==> config.mk <==
export PLATFORM = sky130hd
export DESIGN_NAME = pllcgm_top
export DESIGN_NICKNAME = d
export VERILOG_FILES = /design/src/pllcgm_pkg.sv /design/src/pllcgm_div.sv /design/src/pllcgm_top.sv
export SDC_FILE = /design/constraint.sdc
export NUM_CORES = 1
export LEC_CHECK = 0
export BUFFER_PORTS_ARGS = -buffer_cell sky130_fd_sc_hd__buf_2
export CAP_MARGIN = 20
export CORE_AREA = 2 2 102 104
export DETAILED_ROUTE_END_ITERATION = 12
export DIE_AREA = 0 0 104 106
export GPL_ROUTABILITY_DRIVEN = 0
export HOLD_SLACK_MARGIN = 0.12
export PLACE_DENSITY = 0.85
export SYNTH_ARGS = -nofsm -noshare
export SYNTH_HDL_FRONTEND = slang
export SYNTH_SLANG_ARGS = --single-unit
export TNS_END_PERCENT = 20
==> constraint.sdc <==
create_clock -name clk -period 4.2 [get_ports clk]
set_clock_uncertainty 0.2 [all_clocks]
set_input_delay 0.84 -clock clk [delete_from_list [all_inputs] [get_ports clk]]
set_output_delay 0.84 -clock clk [all_outputs]
set_load 0.01 [all_outputs]
==> src/pllcgm_pkg.sv <==
// Purpose: Shared constants and types for the clock generation and monitor block.
// Assumes: Single 20 MHz system clock; oscillator and synthesizer clocks arrive as pins.
// Notes:   Monitor and checker counts are repeated as top-level parameter defaults.

// ****************************************************************
// Package
// ****************************************************************
package pllcgm_pkg;

  // Field widths
  localparam int REFDIV_W = 4;
  localparam int MULT_W = 6;

  // Values after reset
  localparam logic RST_SELF_CLOCK_ENABLE = 1'b1;
  localparam logic RST_LOCK = 1'b0;
  localparam logic RST_TRACK = 1'b0;
  localparam logic RST_SYNTH_SEL = 1'b0;

  // System clock rate and monitor timeout
  localparam int CLK_FREQ_KHZ = 20000;
  localparam int MON_TIMEOUT_US = 100;
  localparam int MON_TIMEOUT_CYC = (MON_TIMEOUT_US * CLK_FREQ_KHZ) / 1000;

  // Quality check window, in minimum-frequency synthesizer cycles
  localparam int QC_WINDOW_CYC = 50000;
  // Oscillator edges that declare the oscillator good
  localparam int QC_OSC_OK_EDGES = 4096;
  // Window repetitions before failure is flagged, zero means endless
  localparam int QC_MAX_WINDOWS = 0;

  // Source switch: oscillator then synthesizer edges
  localparam int SW_OSC_EDGES = 4;
  localparam int SW_SYN_EDGES = 4;

  // Lock detector: reference pulses per comparison and tolerances
  localparam int LOCK_WIN = 16;
  localparam int LOCK_TOL = 1;
  localparam int UNLOCK_TOL = 2;
  localparam int TRACK_TOL = 2;
  localparam int UNTRACK_TOL = 4;

  // Source switch sequencer
  typedef enum logic [1:0] {
    PLLCGM_SW_RUN = 2'b00,
    PLLCGM_SW_OSC = 2'b01,
    PLLCGM_SW_SYN = 2'b10
  } pllcgm_sw_t;

  // Quality checker
  typedef enum logic {
    PLLCGM_QC_IDLE = 1'b0,
    PLLCGM_QC_CHECK = 1'b1
  } pllcgm_qc_t;

  // Distance between a measured count and its target
  function automatic logic [7:0] pllcgm_abs_diff(input logic [7:0] a, input logic [7:0] b);
    pllcgm_abs_diff = (a > b) ? 8'(a - b) : 8'(b - a);
  endfunction : pllcgm_abs_diff

endpackage : pllcgm_pkg

==> src/pllcgm_div.sv <==
// Purpose: Programmable pulse divider for the reference and feedback paths.
// Assumes: tick is a one-cycle pulse on clk; ratio_m1 is the ratio minus one.
// Notes:   A ratio change takes effect on the next wrap or sooner.

`timescale 1ns/100ps
`default_nettype none

module pllcgm_div #(
  parameter int W = 7
) (
  // Clock and reset
  input wire logic clk,
  input wire logic rst,
  // Input edges and ratio
  input wire logic tick,
  input wire logic [W-1:0] ratio_m1,
  // Divided pulse
  output logic pulse
);

  logic [W-1:0] count_reg;

  // ****************************************************************
  // Counter
  // ****************************************************************
  // Compare with >= so a lowered ratio never strands the counter
  always_ff @(posedge clk) begin
    if (rst) begin
      count_reg <= '0;
      pulse <= 1'b0;
    end else begin
      pulse <= 1'b0;
      if (tick) begin
        if (count_reg >= ratio_m1) begin
          count_reg <= '0;
          pulse <= 1'b1;
        end else begin
          count_reg <= W'(count_reg + 1'b1);
        end
      end
    end
  end

endmodule : pllcgm_div

`default_nettype wire

==> src/pllcgm_top.sv <==
// Purpose: Clock synthesis control, source switching, clock monitor and quality checker.
// Assumes: Clocks on pins are far slower than clk; VCO and filter are analog, outside.
// Notes:   Generated clocks are sampled replicas stepped on clk.

`timescale 1ns/100ps
`default_nettype none

module pllcgm_top #(
  parameter int MON_CYC = pllcgm_pkg::MON_TIMEOUT_CYC,
  parameter int QC_WIN = pllcgm_pkg::QC_WINDOW_CYC,
  parameter int QC_OK = pllcgm_pkg::QC_OSC_OK_EDGES,
  parameter int QC_MAX = pllcgm_pkg::QC_MAX_WINDOWS
) (
  // Clock and reset
  input wire logic clk,
  input wire logic rst,
  // Clock pins
  input wire logic osc_clock,
  input wire logic synth_clock,
  // Synthesizer control
  input wire logic [pllcgm_pkg::REFDIV_W-1:0] reference_divider,
  input wire logic [pllcgm_pkg::MULT_W-1:0] loop_multiplier,
  input wire logic synth_power_on,
  input wire logic auto_bandwidth,
  input wire logic acquire_mode,
  input wire logic lock_change_irq_enable,
  input wire logic synth_source_select,
  // Monitor control
  input wire logic monitor_enable,
  input wire logic self_clock_enable_wr,
  input wire logic self_clock_enable_wdata,
  // Quality check triggers
  input wire logic por_event,
  input wire logic lvr_event,
  input wire logic stop_wake_event,
  // Synthesizer status and analog control
  output logic lock_flag,
  output logic track_flag,
  output logic lock_irq,
  output logic filter_acquire,
  output logic synth_enable,
  output logic regulator_enable,
  // Clocks and switching
  output logic synth_source_active,
  output logic core_clock,
  output logic bus_clock,
  output logic external_bus_clock_pin,
  output logic cpu_halt,
  // Monitor and checker status
  output logic self_clock_enable,
  output logic self_clock_mode,
  output logic monitor_fail,
  output logic monitor_reset,
  output logic qc_active,
  output logic osc_ok,
  output logic qc_fail
);

  // ****************************************************************
  // Pin synchronisers
  // ****************************************************************
  logic [2:0] osc_sync_reg;
  logic [2:0] syn_sync_reg;
  logic osc_lvl_reg;
  logic syn_lvl_reg;
  logic osc_rise;
  logic syn_rise;

  // Three flops; a level counts once the last two agree
  always_ff @(posedge clk) begin
    if (rst) begin
      osc_sync_reg <= 3'h0;
      syn_sync_reg <= 3'h0;
      osc_lvl_reg <= 1'b0;
      syn_lvl_reg <= 1'b0;
    end else begin
      osc_sync_reg <= {osc_sync_reg[1:0], osc_clock};
      syn_sync_reg <= {syn_sync_reg[1:0], synth_clock};
      if (osc_sync_reg[1] == osc_sync_reg[2]) osc_lvl_reg <= osc_sync_reg[2];
      if (syn_sync_reg[1] == syn_sync_reg[2]) syn_lvl_reg <= syn_sync_reg[2];
    end
  end

  assign osc_rise = (osc_sync_reg[1] == osc_sync_reg[2]) & osc_sync_reg[2] & ~osc_lvl_reg;
  assign syn_rise = (syn_sync_reg[1] == syn_sync_reg[2]) & syn_sync_reg[2] & ~syn_lvl_reg;

  // In self-clock mode the synthesizer stands in for the oscillator
  logic eff_osc_rise;
  logic eff_osc_lvl;
  assign eff_osc_rise = self_clock_mode ? syn_rise : osc_rise;
  assign eff_osc_lvl = self_clock_mode ? syn_lvl_reg : osc_lvl_reg;

  // ****************************************************************
  // Dividers and lock detector
  // ****************************************************************
  logic ref_pulse;
  logic fb_pulse;
  logic [6:0] fb_ratio_m1;

  // Feedback ratio 2(m+1) minus one is the multiplier with a one appended
  assign fb_ratio_m1 = {loop_multiplier, 1'b1};

  pllcgm_div #(.W(pllcgm_pkg::REFDIV_W)) u_ref_div (
    .clk(clk),
    .rst(rst),
    .tick(eff_osc_rise),
    .ratio_m1(reference_divider),
    .pulse(ref_pulse)
  );

  pllcgm_div #(.W(7)) u_fb_div (
    .clk(clk),
    .rst(rst),
    .tick(syn_rise),
    .ratio_m1(fb_ratio_m1),
    .pulse(fb_pulse)
  );

  logic [7:0] ref_cnt_reg;
  logic [7:0] fb_cnt_reg;
  logic [7:0] fb_cnt_now;
  logic [7:0] diff;
  logic win_end;
  logic auto_track_reg;
  logic detector_run;

  assign detector_run = synth_enable;
  assign win_end = ref_pulse && (ref_cnt_reg == 8'(pllcgm_pkg::LOCK_WIN - 1));
  assign fb_cnt_now = (fb_pulse && fb_cnt_reg != 8'hFF) ? 8'(fb_cnt_reg + 1'b1) : fb_cnt_reg;
  assign diff = pllcgm_pkg::pllcgm_abs_diff(fb_cnt_now, 8'(pllcgm_pkg::LOCK_WIN));

  // Count feedback pulses over a fixed number of reference pulses
  always_ff @(posedge clk) begin
    if (rst || !detector_run) begin
      ref_cnt_reg <= 8'h00;
      fb_cnt_reg <= 8'h00;
    end else if (win_end) begin
      ref_cnt_reg <= 8'h00;
      fb_cnt_reg <= 8'h00;
    end else begin
      if (ref_pulse) ref_cnt_reg <= 8'(ref_cnt_reg + 1'b1);
      fb_cnt_reg <= fb_cnt_now;
    end
  end

  // Lock with hysteresis; interrupt pulse on each window-end change while lock_change_irq_enable is set
  always_ff @(posedge clk) begin
    if (rst || !detector_run) begin
      lock_flag <= pllcgm_pkg::RST_LOCK;
      lock_irq <= 1'b0;
    end else begin
      lock_irq <= 1'b0;
      if (win_end) begin
        if (!lock_flag && diff <= 8'(pllcgm_pkg::LOCK_TOL)) begin
          lock_flag <= 1'b1;
          lock_irq <= lock_change_irq_enable;
        end else if (lock_flag && diff > 8'(pllcgm_pkg::UNLOCK_TOL)) begin
          lock_flag <= 1'b0;
          lock_irq <= lock_change_irq_enable;
        end
      end
    end
  end

  // Automatic tracking decision with its own hysteresis
  always_ff @(posedge clk) begin
    if (rst || !detector_run) begin
      auto_track_reg <= pllcgm_pkg::RST_TRACK;
    end else if (win_end) begin
      if (diff <= 8'(pllcgm_pkg::TRACK_TOL)) auto_track_reg <= 1'b1;
      else if (diff > 8'(pllcgm_pkg::UNTRACK_TOL)) auto_track_reg <= 1'b0;
    end
  end

  // Filter mode: detector in automatic, software bit in manual
  always_ff @(posedge clk) begin
    if (rst) begin
      filter_acquire <= 1'b1;
      track_flag <= pllcgm_pkg::RST_TRACK;
    end else if (auto_bandwidth) begin
      filter_acquire <= ~auto_track_reg;
      track_flag <= auto_track_reg;
    end else begin
      filter_acquire <= acquire_mode;
      track_flag <= ~acquire_mode;
    end
  end

  // ****************************************************************
  // Clock monitor
  // ****************************************************************
  logic [31:0] mon_cnt_reg;
  logic mon_expired;
  logic mon_fail_evt;

  assign mon_expired = (mon_cnt_reg == 32'(MON_CYC - 1));
  // Fires once per loss; edges returning re-arm it
  assign mon_fail_evt = monitor_enable && mon_expired && !osc_rise;

  always_ff @(posedge clk) begin
    if (rst || osc_rise || !monitor_enable) begin
      mon_cnt_reg <= 32'h0000_0000;
    end else if (mon_cnt_reg < 32'(MON_CYC)) begin
      // Saturates past the timeout so one loss never fires twice
      mon_cnt_reg <= 32'(mon_cnt_reg + 1'b1);
    end
  end

  // Failure handling: self-clock mode or a monitor reset
  always_ff @(posedge clk) begin
    if (rst) begin
      monitor_fail <= 1'b0;
      monitor_reset <= 1'b0;
      self_clock_mode <= 1'b0;
    end else begin
      monitor_fail <= mon_fail_evt;
      monitor_reset <= mon_fail_evt && !self_clock_enable;
      if (mon_fail_evt && self_clock_enable) self_clock_mode <= 1'b1;
      else if (osc_ok) self_clock_mode <= 1'b0;
    end
  end

  // Software writes win except against a monitor reset
  always_ff @(posedge clk) begin
    if (rst) begin
      self_clock_enable <= pllcgm_pkg::RST_SELF_CLOCK_ENABLE;
    end else if (mon_fail_evt && !self_clock_enable) begin
      self_clock_enable <= 1'b1;
    end else if (self_clock_enable_wr) begin
      self_clock_enable <= self_clock_enable_wdata;
    end
  end

  // ****************************************************************
  // Clock quality checker
  // ****************************************************************
  pllcgm_pkg::pllcgm_qc_t qc_state_reg;
  logic [15:0] qc_win_reg;
  logic [12:0] qc_edge_reg;
  logic [7:0] qc_tries_reg;
  logic qc_trigger;

  assign qc_trigger = por_event || lvr_event || stop_wake_event || mon_fail_evt;

  // Also started by a monitor failure; its osc_ok ends self-clock mode above
  always_ff @(posedge clk) begin
    if (rst) begin
      qc_state_reg <= pllcgm_pkg::PLLCGM_QC_IDLE;
      qc_win_reg <= 16'h0000;
      qc_edge_reg <= 13'h0000;
      qc_tries_reg <= 8'h00;
      osc_ok <= 1'b0;
      qc_fail <= 1'b0;
    end else begin
      osc_ok <= 1'b0;
      if (qc_trigger) begin
        qc_state_reg <= pllcgm_pkg::PLLCGM_QC_CHECK;
        qc_win_reg <= 16'h0000;
        qc_edge_reg <= 13'h0000;
        qc_tries_reg <= 8'h00;
        qc_fail <= 1'b0;
      end else begin
        unique case (qc_state_reg)
          pllcgm_pkg::PLLCGM_QC_IDLE: begin
            qc_win_reg <= 16'h0000;
          end
          pllcgm_pkg::PLLCGM_QC_CHECK: begin
            if (osc_rise && qc_edge_reg == 13'(QC_OK - 1)) begin
              osc_ok <= 1'b1;
              qc_state_reg <= pllcgm_pkg::PLLCGM_QC_IDLE;
            end else if (syn_rise && qc_win_reg == 16'(QC_WIN - 1)) begin
              qc_win_reg <= 16'h0000;
              qc_edge_reg <= 13'h0000;
              qc_tries_reg <= 8'(qc_tries_reg + 1'b1);
              if (QC_MAX != 0 && qc_tries_reg == 8'(QC_MAX - 1)) begin
                qc_fail <= 1'b1;
                qc_state_reg <= pllcgm_pkg::PLLCGM_QC_IDLE;
              end
            end else begin
              if (syn_rise) qc_win_reg <= 16'(qc_win_reg + 1'b1);
              if (osc_rise) qc_edge_reg <= 13'(qc_edge_reg + 1'b1);
            end
          end
        endcase
      end
    end
  end

  // Checker, selection, self-clock mode or software keep the synthesizer powered; only the checker enables the regulator
  always_ff @(posedge clk) begin
    if (rst) begin
      qc_active <= 1'b0;
      synth_enable <= 1'b0;
      regulator_enable <= 1'b0;
    end else begin
      qc_active <= (qc_state_reg == pllcgm_pkg::PLLCGM_QC_CHECK);
      synth_enable <= synth_power_on || synth_source_active ||
                      (qc_state_reg == pllcgm_pkg::PLLCGM_QC_CHECK) || self_clock_mode;
      regulator_enable <= (qc_state_reg == pllcgm_pkg::PLLCGM_QC_CHECK);
    end
  end

  // ****************************************************************
  // Source switch and clock generation
  // ****************************************************************
  pllcgm_pkg::pllcgm_sw_t sw_state_reg;
  logic [2:0] sw_cnt_reg;
  logic sel_req;
  logic src_rise;
  logic src_lvl;

  // Self-clock mode drops the synthesizer selection
  assign sel_req = synth_source_select && !self_clock_mode;
  assign src_rise = synth_source_active ? syn_rise : eff_osc_rise;
  assign src_lvl = synth_source_active ? syn_lvl_reg : eff_osc_lvl;

  // Wait 4 oscillator then 4 synthesizer edges before switching
  always_ff @(posedge clk) begin
    if (rst) begin
      sw_state_reg <= pllcgm_pkg::PLLCGM_SW_RUN;
      sw_cnt_reg <= 3'h0;
      synth_source_active <= pllcgm_pkg::RST_SYNTH_SEL;
      cpu_halt <= 1'b0;
    end else begin
      unique case (sw_state_reg)
        pllcgm_pkg::PLLCGM_SW_RUN: begin
          sw_cnt_reg <= 3'h0;
          if (sel_req != synth_source_active) begin
            sw_state_reg <= pllcgm_pkg::PLLCGM_SW_OSC;
            cpu_halt <= 1'b1;
          end
        end
        pllcgm_pkg::PLLCGM_SW_OSC: begin
          if (eff_osc_rise) begin
            if (sw_cnt_reg == 3'(pllcgm_pkg::SW_OSC_EDGES - 1)) begin
              sw_cnt_reg <= 3'h0;
              sw_state_reg <= pllcgm_pkg::PLLCGM_SW_SYN;
            end else begin
              sw_cnt_reg <= 3'(sw_cnt_reg + 1'b1);
            end
          end
        end
        pllcgm_pkg::PLLCGM_SW_SYN: begin
          if (syn_rise) begin
            if (sw_cnt_reg == 3'(pllcgm_pkg::SW_SYN_EDGES - 1)) begin
              sw_cnt_reg <= 3'h0;
              synth_source_active <= sel_req;
              cpu_halt <= 1'b0;
              sw_state_reg <= pllcgm_pkg::PLLCGM_SW_RUN;
            end else begin
              sw_cnt_reg <= 3'(sw_cnt_reg + 1'b1);
            end
          end
        end
        default: begin
          sw_state_reg <= pllcgm_pkg::PLLCGM_SW_RUN;
          cpu_halt <= 1'b0;
        end
      endcase
    end
  end

  // Core follows the source, bus is half of it; all frozen mid-switch
  always_ff @(posedge clk) begin
    if (rst) begin
      core_clock <= 1'b0;
      bus_clock <= 1'b0;
      external_bus_clock_pin <= 1'b0;
    end else if (sw_state_reg == pllcgm_pkg::PLLCGM_SW_RUN) begin
      core_clock <= src_lvl;
      if (src_rise) begin
        bus_clock <= ~bus_clock;
        external_bus_clock_pin <= ~bus_clock;
      end
    end
  end

endmodule : pllcgm_top

`default_nettype wire

# --- Yosys cells after proc, flatten, opt, wreduce, memory -nomap -nowiden ---
# Cells that the tools add are included.
word_totals:
  ff_bits: 120
  latchBits: 0
  ram_bits: 0
  mem_bits_ro: 0
  input_bits: 25
  output_inout_bits: 18
  memories: 0
op_classes:
  addsub: 10
  n_mul: 0
  div: 0
  n_lt_le_gt_ge: 8
  eq_ne: 18
  n_shift: 0
  mux: 44
  bitwise_logic: 15
  reduce_logical: 48
op_table:
  columns: ["operator", "count"]
  rows:
  - ["$mux 16", 3]
  - ["$add 32x1->32 const B", 1]
  - ["$eq 32x11->1 const B", 1]
  - ["$lt 32x11->1 const B", 1]
  - ["$pmux 16 s2", 1]
  - ["$mux 13", 2]
  - ["$mux 1", 23]
  - ["$add 16x1->16 const B", 1]
  - ["$add 8x1->8 const B", 2]
  - ["$eq 16x16->1 const B", 1]
  - ["$mux 8", 2]
  - ["$add 13x1->13 const B", 1]
  - ["$eq 13x12->1 const B", 1]
  - ["$ne 2x2->1 const B", 6]
  - ["$reduce_or 2->1", 6]
  - ["$logic_and 1x1->1", 11]
  - ["$not 1->1", 11]
  - ["$mux 2", 5]
  - ["$logic_or 1x1->1", 9]
  - ["$mux 3", 3]
  - ["$pmux 3 s3", 1]
  - ["$reduce_and 3->1", 3]
  - ["$eq 8x4->1 const B", 1]
  - ["$gt 8x2->1 const B", 1]
  - ["31 further kinds", 46]

# --- Logic depth before layout (Yosys ltp) ---
logic_depth:
  word_depth: 9
  depth_mapped: 14

# --- Cells and area by module ---
# From an unflattened synthesis, not the netlist that was laid out.
hier_totals:
  cells_unflattened: 641
  area_unflattened_um2: 5730.5
modules_own_cells:
  columns: ["module", "n_inst", "cells_per_inst", "area_per_inst_um2", "seq_area_each_um2"]
  rows:
  - ["pllcgm_top", 1, 549, 4832.1, 2142.1]
  - ["pllcgm_div (u_fb_div)", 1, 56, 555.5, 160.2]
  - ["pllcgm_div (u_ref_div)", 1, 36, 342.8, 100.1]

# --- Least setup slack after synthesis ---
# OpenSTA, ideal clock, no wires.
synth_path:
  path_type: "flip-flop to flip-flop"
  from: "reg fb_cnt_reg[1]"
  to: "reg lock_flag"
  arrival_ps: 3013
  slack_ps: 903
  path_stages_with_launch: 14
  period_less_slack_ps: 3297
  path_cell_list: "dfxtp_1 ha_1 and4_4 a211o_1 mux2i_2 ha_1 nand2_1 a2111oi_4 nor2_2 a2111oi_2 o21ai_1 a21oi_2 a31oi_1 o31ai_2"
synth_between:
  elab_chain_cells: 9
synth_lines:
  columns: ["element", "line_no", "text"]
  rows:
  - ["start: declaration", "pllcgm_top.sv:120", "logic [7:0] fb_cnt_reg;"]
  - ["start signal: assignment", "pllcgm_top.sv:142", "fb_cnt_reg <= fb_cnt_now;"]
  - ["branches (longest 2 deep; another with $add 8x1->8)", null, null]
  - ["$mux 8 (*)", "pllcgm_top.sv:129", "assign fb_cnt_now = (fb_pulse && fb_cnt_reg != 8'hFF) ? 8'(fb_cnt_reg + 1'b1) : fb_cnt_reg;"]
  - ["$sub 5x8->8, or another cell as far along", "pllcgm_pkg.sv:58", "pllcgm_abs_diff = (a > b) ? 8'(a - b) : 8'(b - a);"]
  - ["$mux 8 (*)", "pllcgm_pkg.sv:58", null]
  - ["$le 8x1->1 / $gt 8x2->1 (equally long branches)", "pllcgm_top.sv:154, pllcgm_top.sv:157", null]
  - ["$logic_and 1x1->1, on equally long branches", "pllcgm_top.sv:154, pllcgm_top.sv:157", null]
  - ["$reduce_bool 2->1 (no line)", null, null]
  - ["$reduce_and 2->1 (no line)", null, null]
  - ["end signal: assignment", "pllcgm_top.sv:149", "lock_flag <= pllcgm_pkg::RST_LOCK;"]
  - ["end: declaration", "pllcgm_top.sv:37", "output logic lock_flag,"]
# Mark *: on every way between the ends.
# A chain may end at the register's enable or synchronous reset.

# --- Worst setup path after layout ---
layout_path:
  from: "reg fb_cnt_reg[0]"
  to: "reg lock_flag"
# Same word-level chain as after synthesis.

==> impl_metrics.csv <==
group,metric,value,unit
global_route,antenna_found_initial,0,
yosys,synth.avg_cell_area,8.81,um2
run_status,outcome,"finished clean",
routing,viasPerCell,5.61,
pwr,p_leak,2.60,nW
finish,final_common_cell,"dfxtp_1",
routing,routed_wl,11900,um
placed_design,place_ws,0.422,ns
timing,tns,0,ns
timing,clock.fmax,258,MHz
worst_setup_path,arrival,4.10,ns
yosys,yosysWarnings,0,
clock_network,numCtsBuffers,17,
die,num_io_pins,43,
finish,finish.utilization,0.654,
finish,nFillCells,774,
clock_network,htree_levels,4,
finish,final_cell_mix,"dfxtp_1, nor2_1, nand2_1",
pwr,power_per_cell_area,418,mW/mm2
worst_setup_path,crit_path_max_fanout,12,
timing,drv_slew,0,
die,fp.dieW,104,um
routing,vias,4716,
finish,drive_gt1_frac,0.140,
clock_network,cts_resized,0,
placed_design,portBuffers,41,
finish,largest_register_ffs,32,
yosys,synthArstFlopShare,0,
worst_setup_path,r2r_slack,0.33,ns
yosys,synth_nets,706,
clock_network,clkTransAtPathRegs,0.06,ns
yosys,synth_area,0.00577,mm2
yosys,netlist_instances,655,
die,dieArea,0.0110,mm2
die,rows,37,
global_route,grt_pass1_wl,20700,um
timing,rsz0062_at_grt,"no",
yosys,ys_ff_latch,120,
worst_setup_path,crit_type,"flip-flop to flip-flop",
worst_setup_path,startpoint_type,"flip-flop",
clock_network,worstSkewPairLatency,0.52,ns
worst_setup_path,reg2reg_depth,13,
clock_network,cts_max_path_buffers,2,
timing,period_needed,3.87,ns
placed_design,hpwl,8230,um
routing,ant_nets,0,
yosys,synth_cell_types,72,
routing,routedWlPerCell,14.2,um
timing,fin_ws,0.327,ns
worst_setup_path,reg2reg_to,"lock_flag",
yosys,synth-edff-count,0,
routing,drc,0,
finish,num_antenna_cells,0,
min_path,holdPathEnd,"osc_sync_reg[1]",
worst_setup_path,r2r_start,"fb_cnt_reg[0]",
timing,timing.hold.ws,0.236,ns
timing,worst_slew_pin_slew,0.933,ns
die,start_util,0.577,
finish,finalNetCount,743,
job,cap_violations,0,
finish,area_growth,13.3,%
global_route,gr-total-overflow,0,
routing,dr.first_iter.drc_count,235,
clock_network,clock-sinks,120,
routing,dr.pass1.iters,5,
timing,finalSetupViolations,0,
clock_network,cts_root_buf,"clkbuf_8",
clock_network,hold_buffers,0,
yosys,ys_seq_area_frac,0.416,
timing,hold_viol_final,0,
worst_setup_path,required,4.43,ns
die,core_area,0.0100,mm2
min_path,hold_path_class,"flip-flop to flip-flop",
timing,max-slew-margin-rel,0.376,
min_path,hp-start,"osc_sync_reg[0]",
die,die_y,106,um
clock_network,cts_tree,"yes",
pwr,ir_worst_vdd,336,uV
worst_setup_path,crit_path_end_kind,"flip-flop",
clock_network,post_cts_buffers,0,
global_route,grtUsageTotal,0.229,
timing,period_share,0.922,
yosys,ys.flop_type,"dfxtp_1",
global_route,grt_max_degree,37,
min_path,min_path_cells,1,
global_route,first_global_vias,4784,
worst max-delay path, cell delays in order (launching register included):
cell and delay [ns]:
dfxtp_1 0.43, ha_1 0.36, and4_4 0.25, a211o_1 0.30
mux2i_2 0.36, ha_1 0.36, nand2_1 0.14, a2111oi_4 0.22
nor2_2 0.09, a2111oi_2 0.34, o21ai_1 0.14, a21oi_2 0.25
a31oi_1 0.15, o31ai_2 0.20
worst max-delay path by stage:
stage	startpoint	end	cells after the start
finish	fb_cnt_reg[0]	lock_flag	13
global route	fb_cnt_reg[0]	lock_flag	13
CTS	fb_cnt_reg[0]	lock_flag	13
detailed placement	fb_cnt_reg[0]	lock_flag	13
global placement	fb_cnt_reg[0]	lock_flag	13
floorplan	fb_cnt_reg[1]	lock_flag	13
layout make-up:
type | instances | area (um2) | share of cell area
tap | 136 | 170 | 0.0260
clock buffer | 21 | 439 | 0.0672
timing repair buffer | 42 | 213 | 0.0325
multi-input combinational | 488 | 3130 | 0.478
inverter | 23 | 86.3 | 0.0132
clock inverter | 11 | 98.8 | 0.0151
sequential | 120 | 2400 | 0.367
power by group:
group	leakage, nW	total [mW]	internal (mW)	switching [mW]
logic	1.37	0.228	0.0929	0.135
clock network	0.258	1.32	0.799	0.521
registers	0.970	1.18	1.17	0.0179
per-stage QoR:
stage	std cells	total power [mW]	area [um2]
after floorplan	655	1.37	5770
after global placement	809	1.41	6000
after detailed placement	809	1.43	6000
after CTS	841	2.74	6540
after global routing	841	2.83	6540
final	841	2.73	6540
synth_stat cells (all sizes together) (5+ instances only):
| master | instances | area [um2] |
|---|---|---|
| a21o | 10 | 76.3 |
| a21oi | 22 | 118 |
| a31oi | 5 | 31.3 |
| and2 | 24 | 150 |
| and3 | 6 | 37.5 |
| and4 | 8 | 77.6 |
| buf | 15 | 118 |
| clkbuf | 9 | 35.0 |
| dfxtp | 120 | 2400 |
| ha | 26 | 325 |
| inv | 23 | 86.3 |
| mux2i | 9 | 93.8 |
| nand2 | 54 | 203 |
| nand2b | 7 | 43.8 |
| nand3 | 20 | 100 |
| nand4 | 22 | 159 |
| nor2 | 111 | 419 |
| nor2b | 17 | 106 |
| nor3 | 18 | 101 |
| nor4 | 9 | 68.8 |
| o21ai | 19 | 114 |
| xnor2 | 21 | 184 |
| xor2 | 33 | 289 |
cells by family (layout without fill, tap and decap cells):
logic type | Yosys count | in the layout | synth area share
adder cells (fa/ha/maj) | 26 | 26 | 0.0564
other | 1 | 1 | 0.000650
XOR/XNOR | 54 | 54 | 0.0820
flip-flops | 120 | 120 | 0.416
AND/OR/NAND/NOR | 311 | 311 | 0.274
AO/OA/AOI/OAI | 85 | 85 | 0.108
buffers and inverters | 47 | 97 | 0.0414
multiplexers | 11 | 11 | 0.0208
routing by layer:
| metal | global-route usage | wire length, um |
|---|---|---|
| met1 | 0.251 | 4940 |
| met2 | 0.419 | 6110 |
| met3 | 0.0601 | 678 |
| met4 | 0.0946 | 208 |
| met5 | 0 | 0 |
Power figures use the tool's default switching activity.
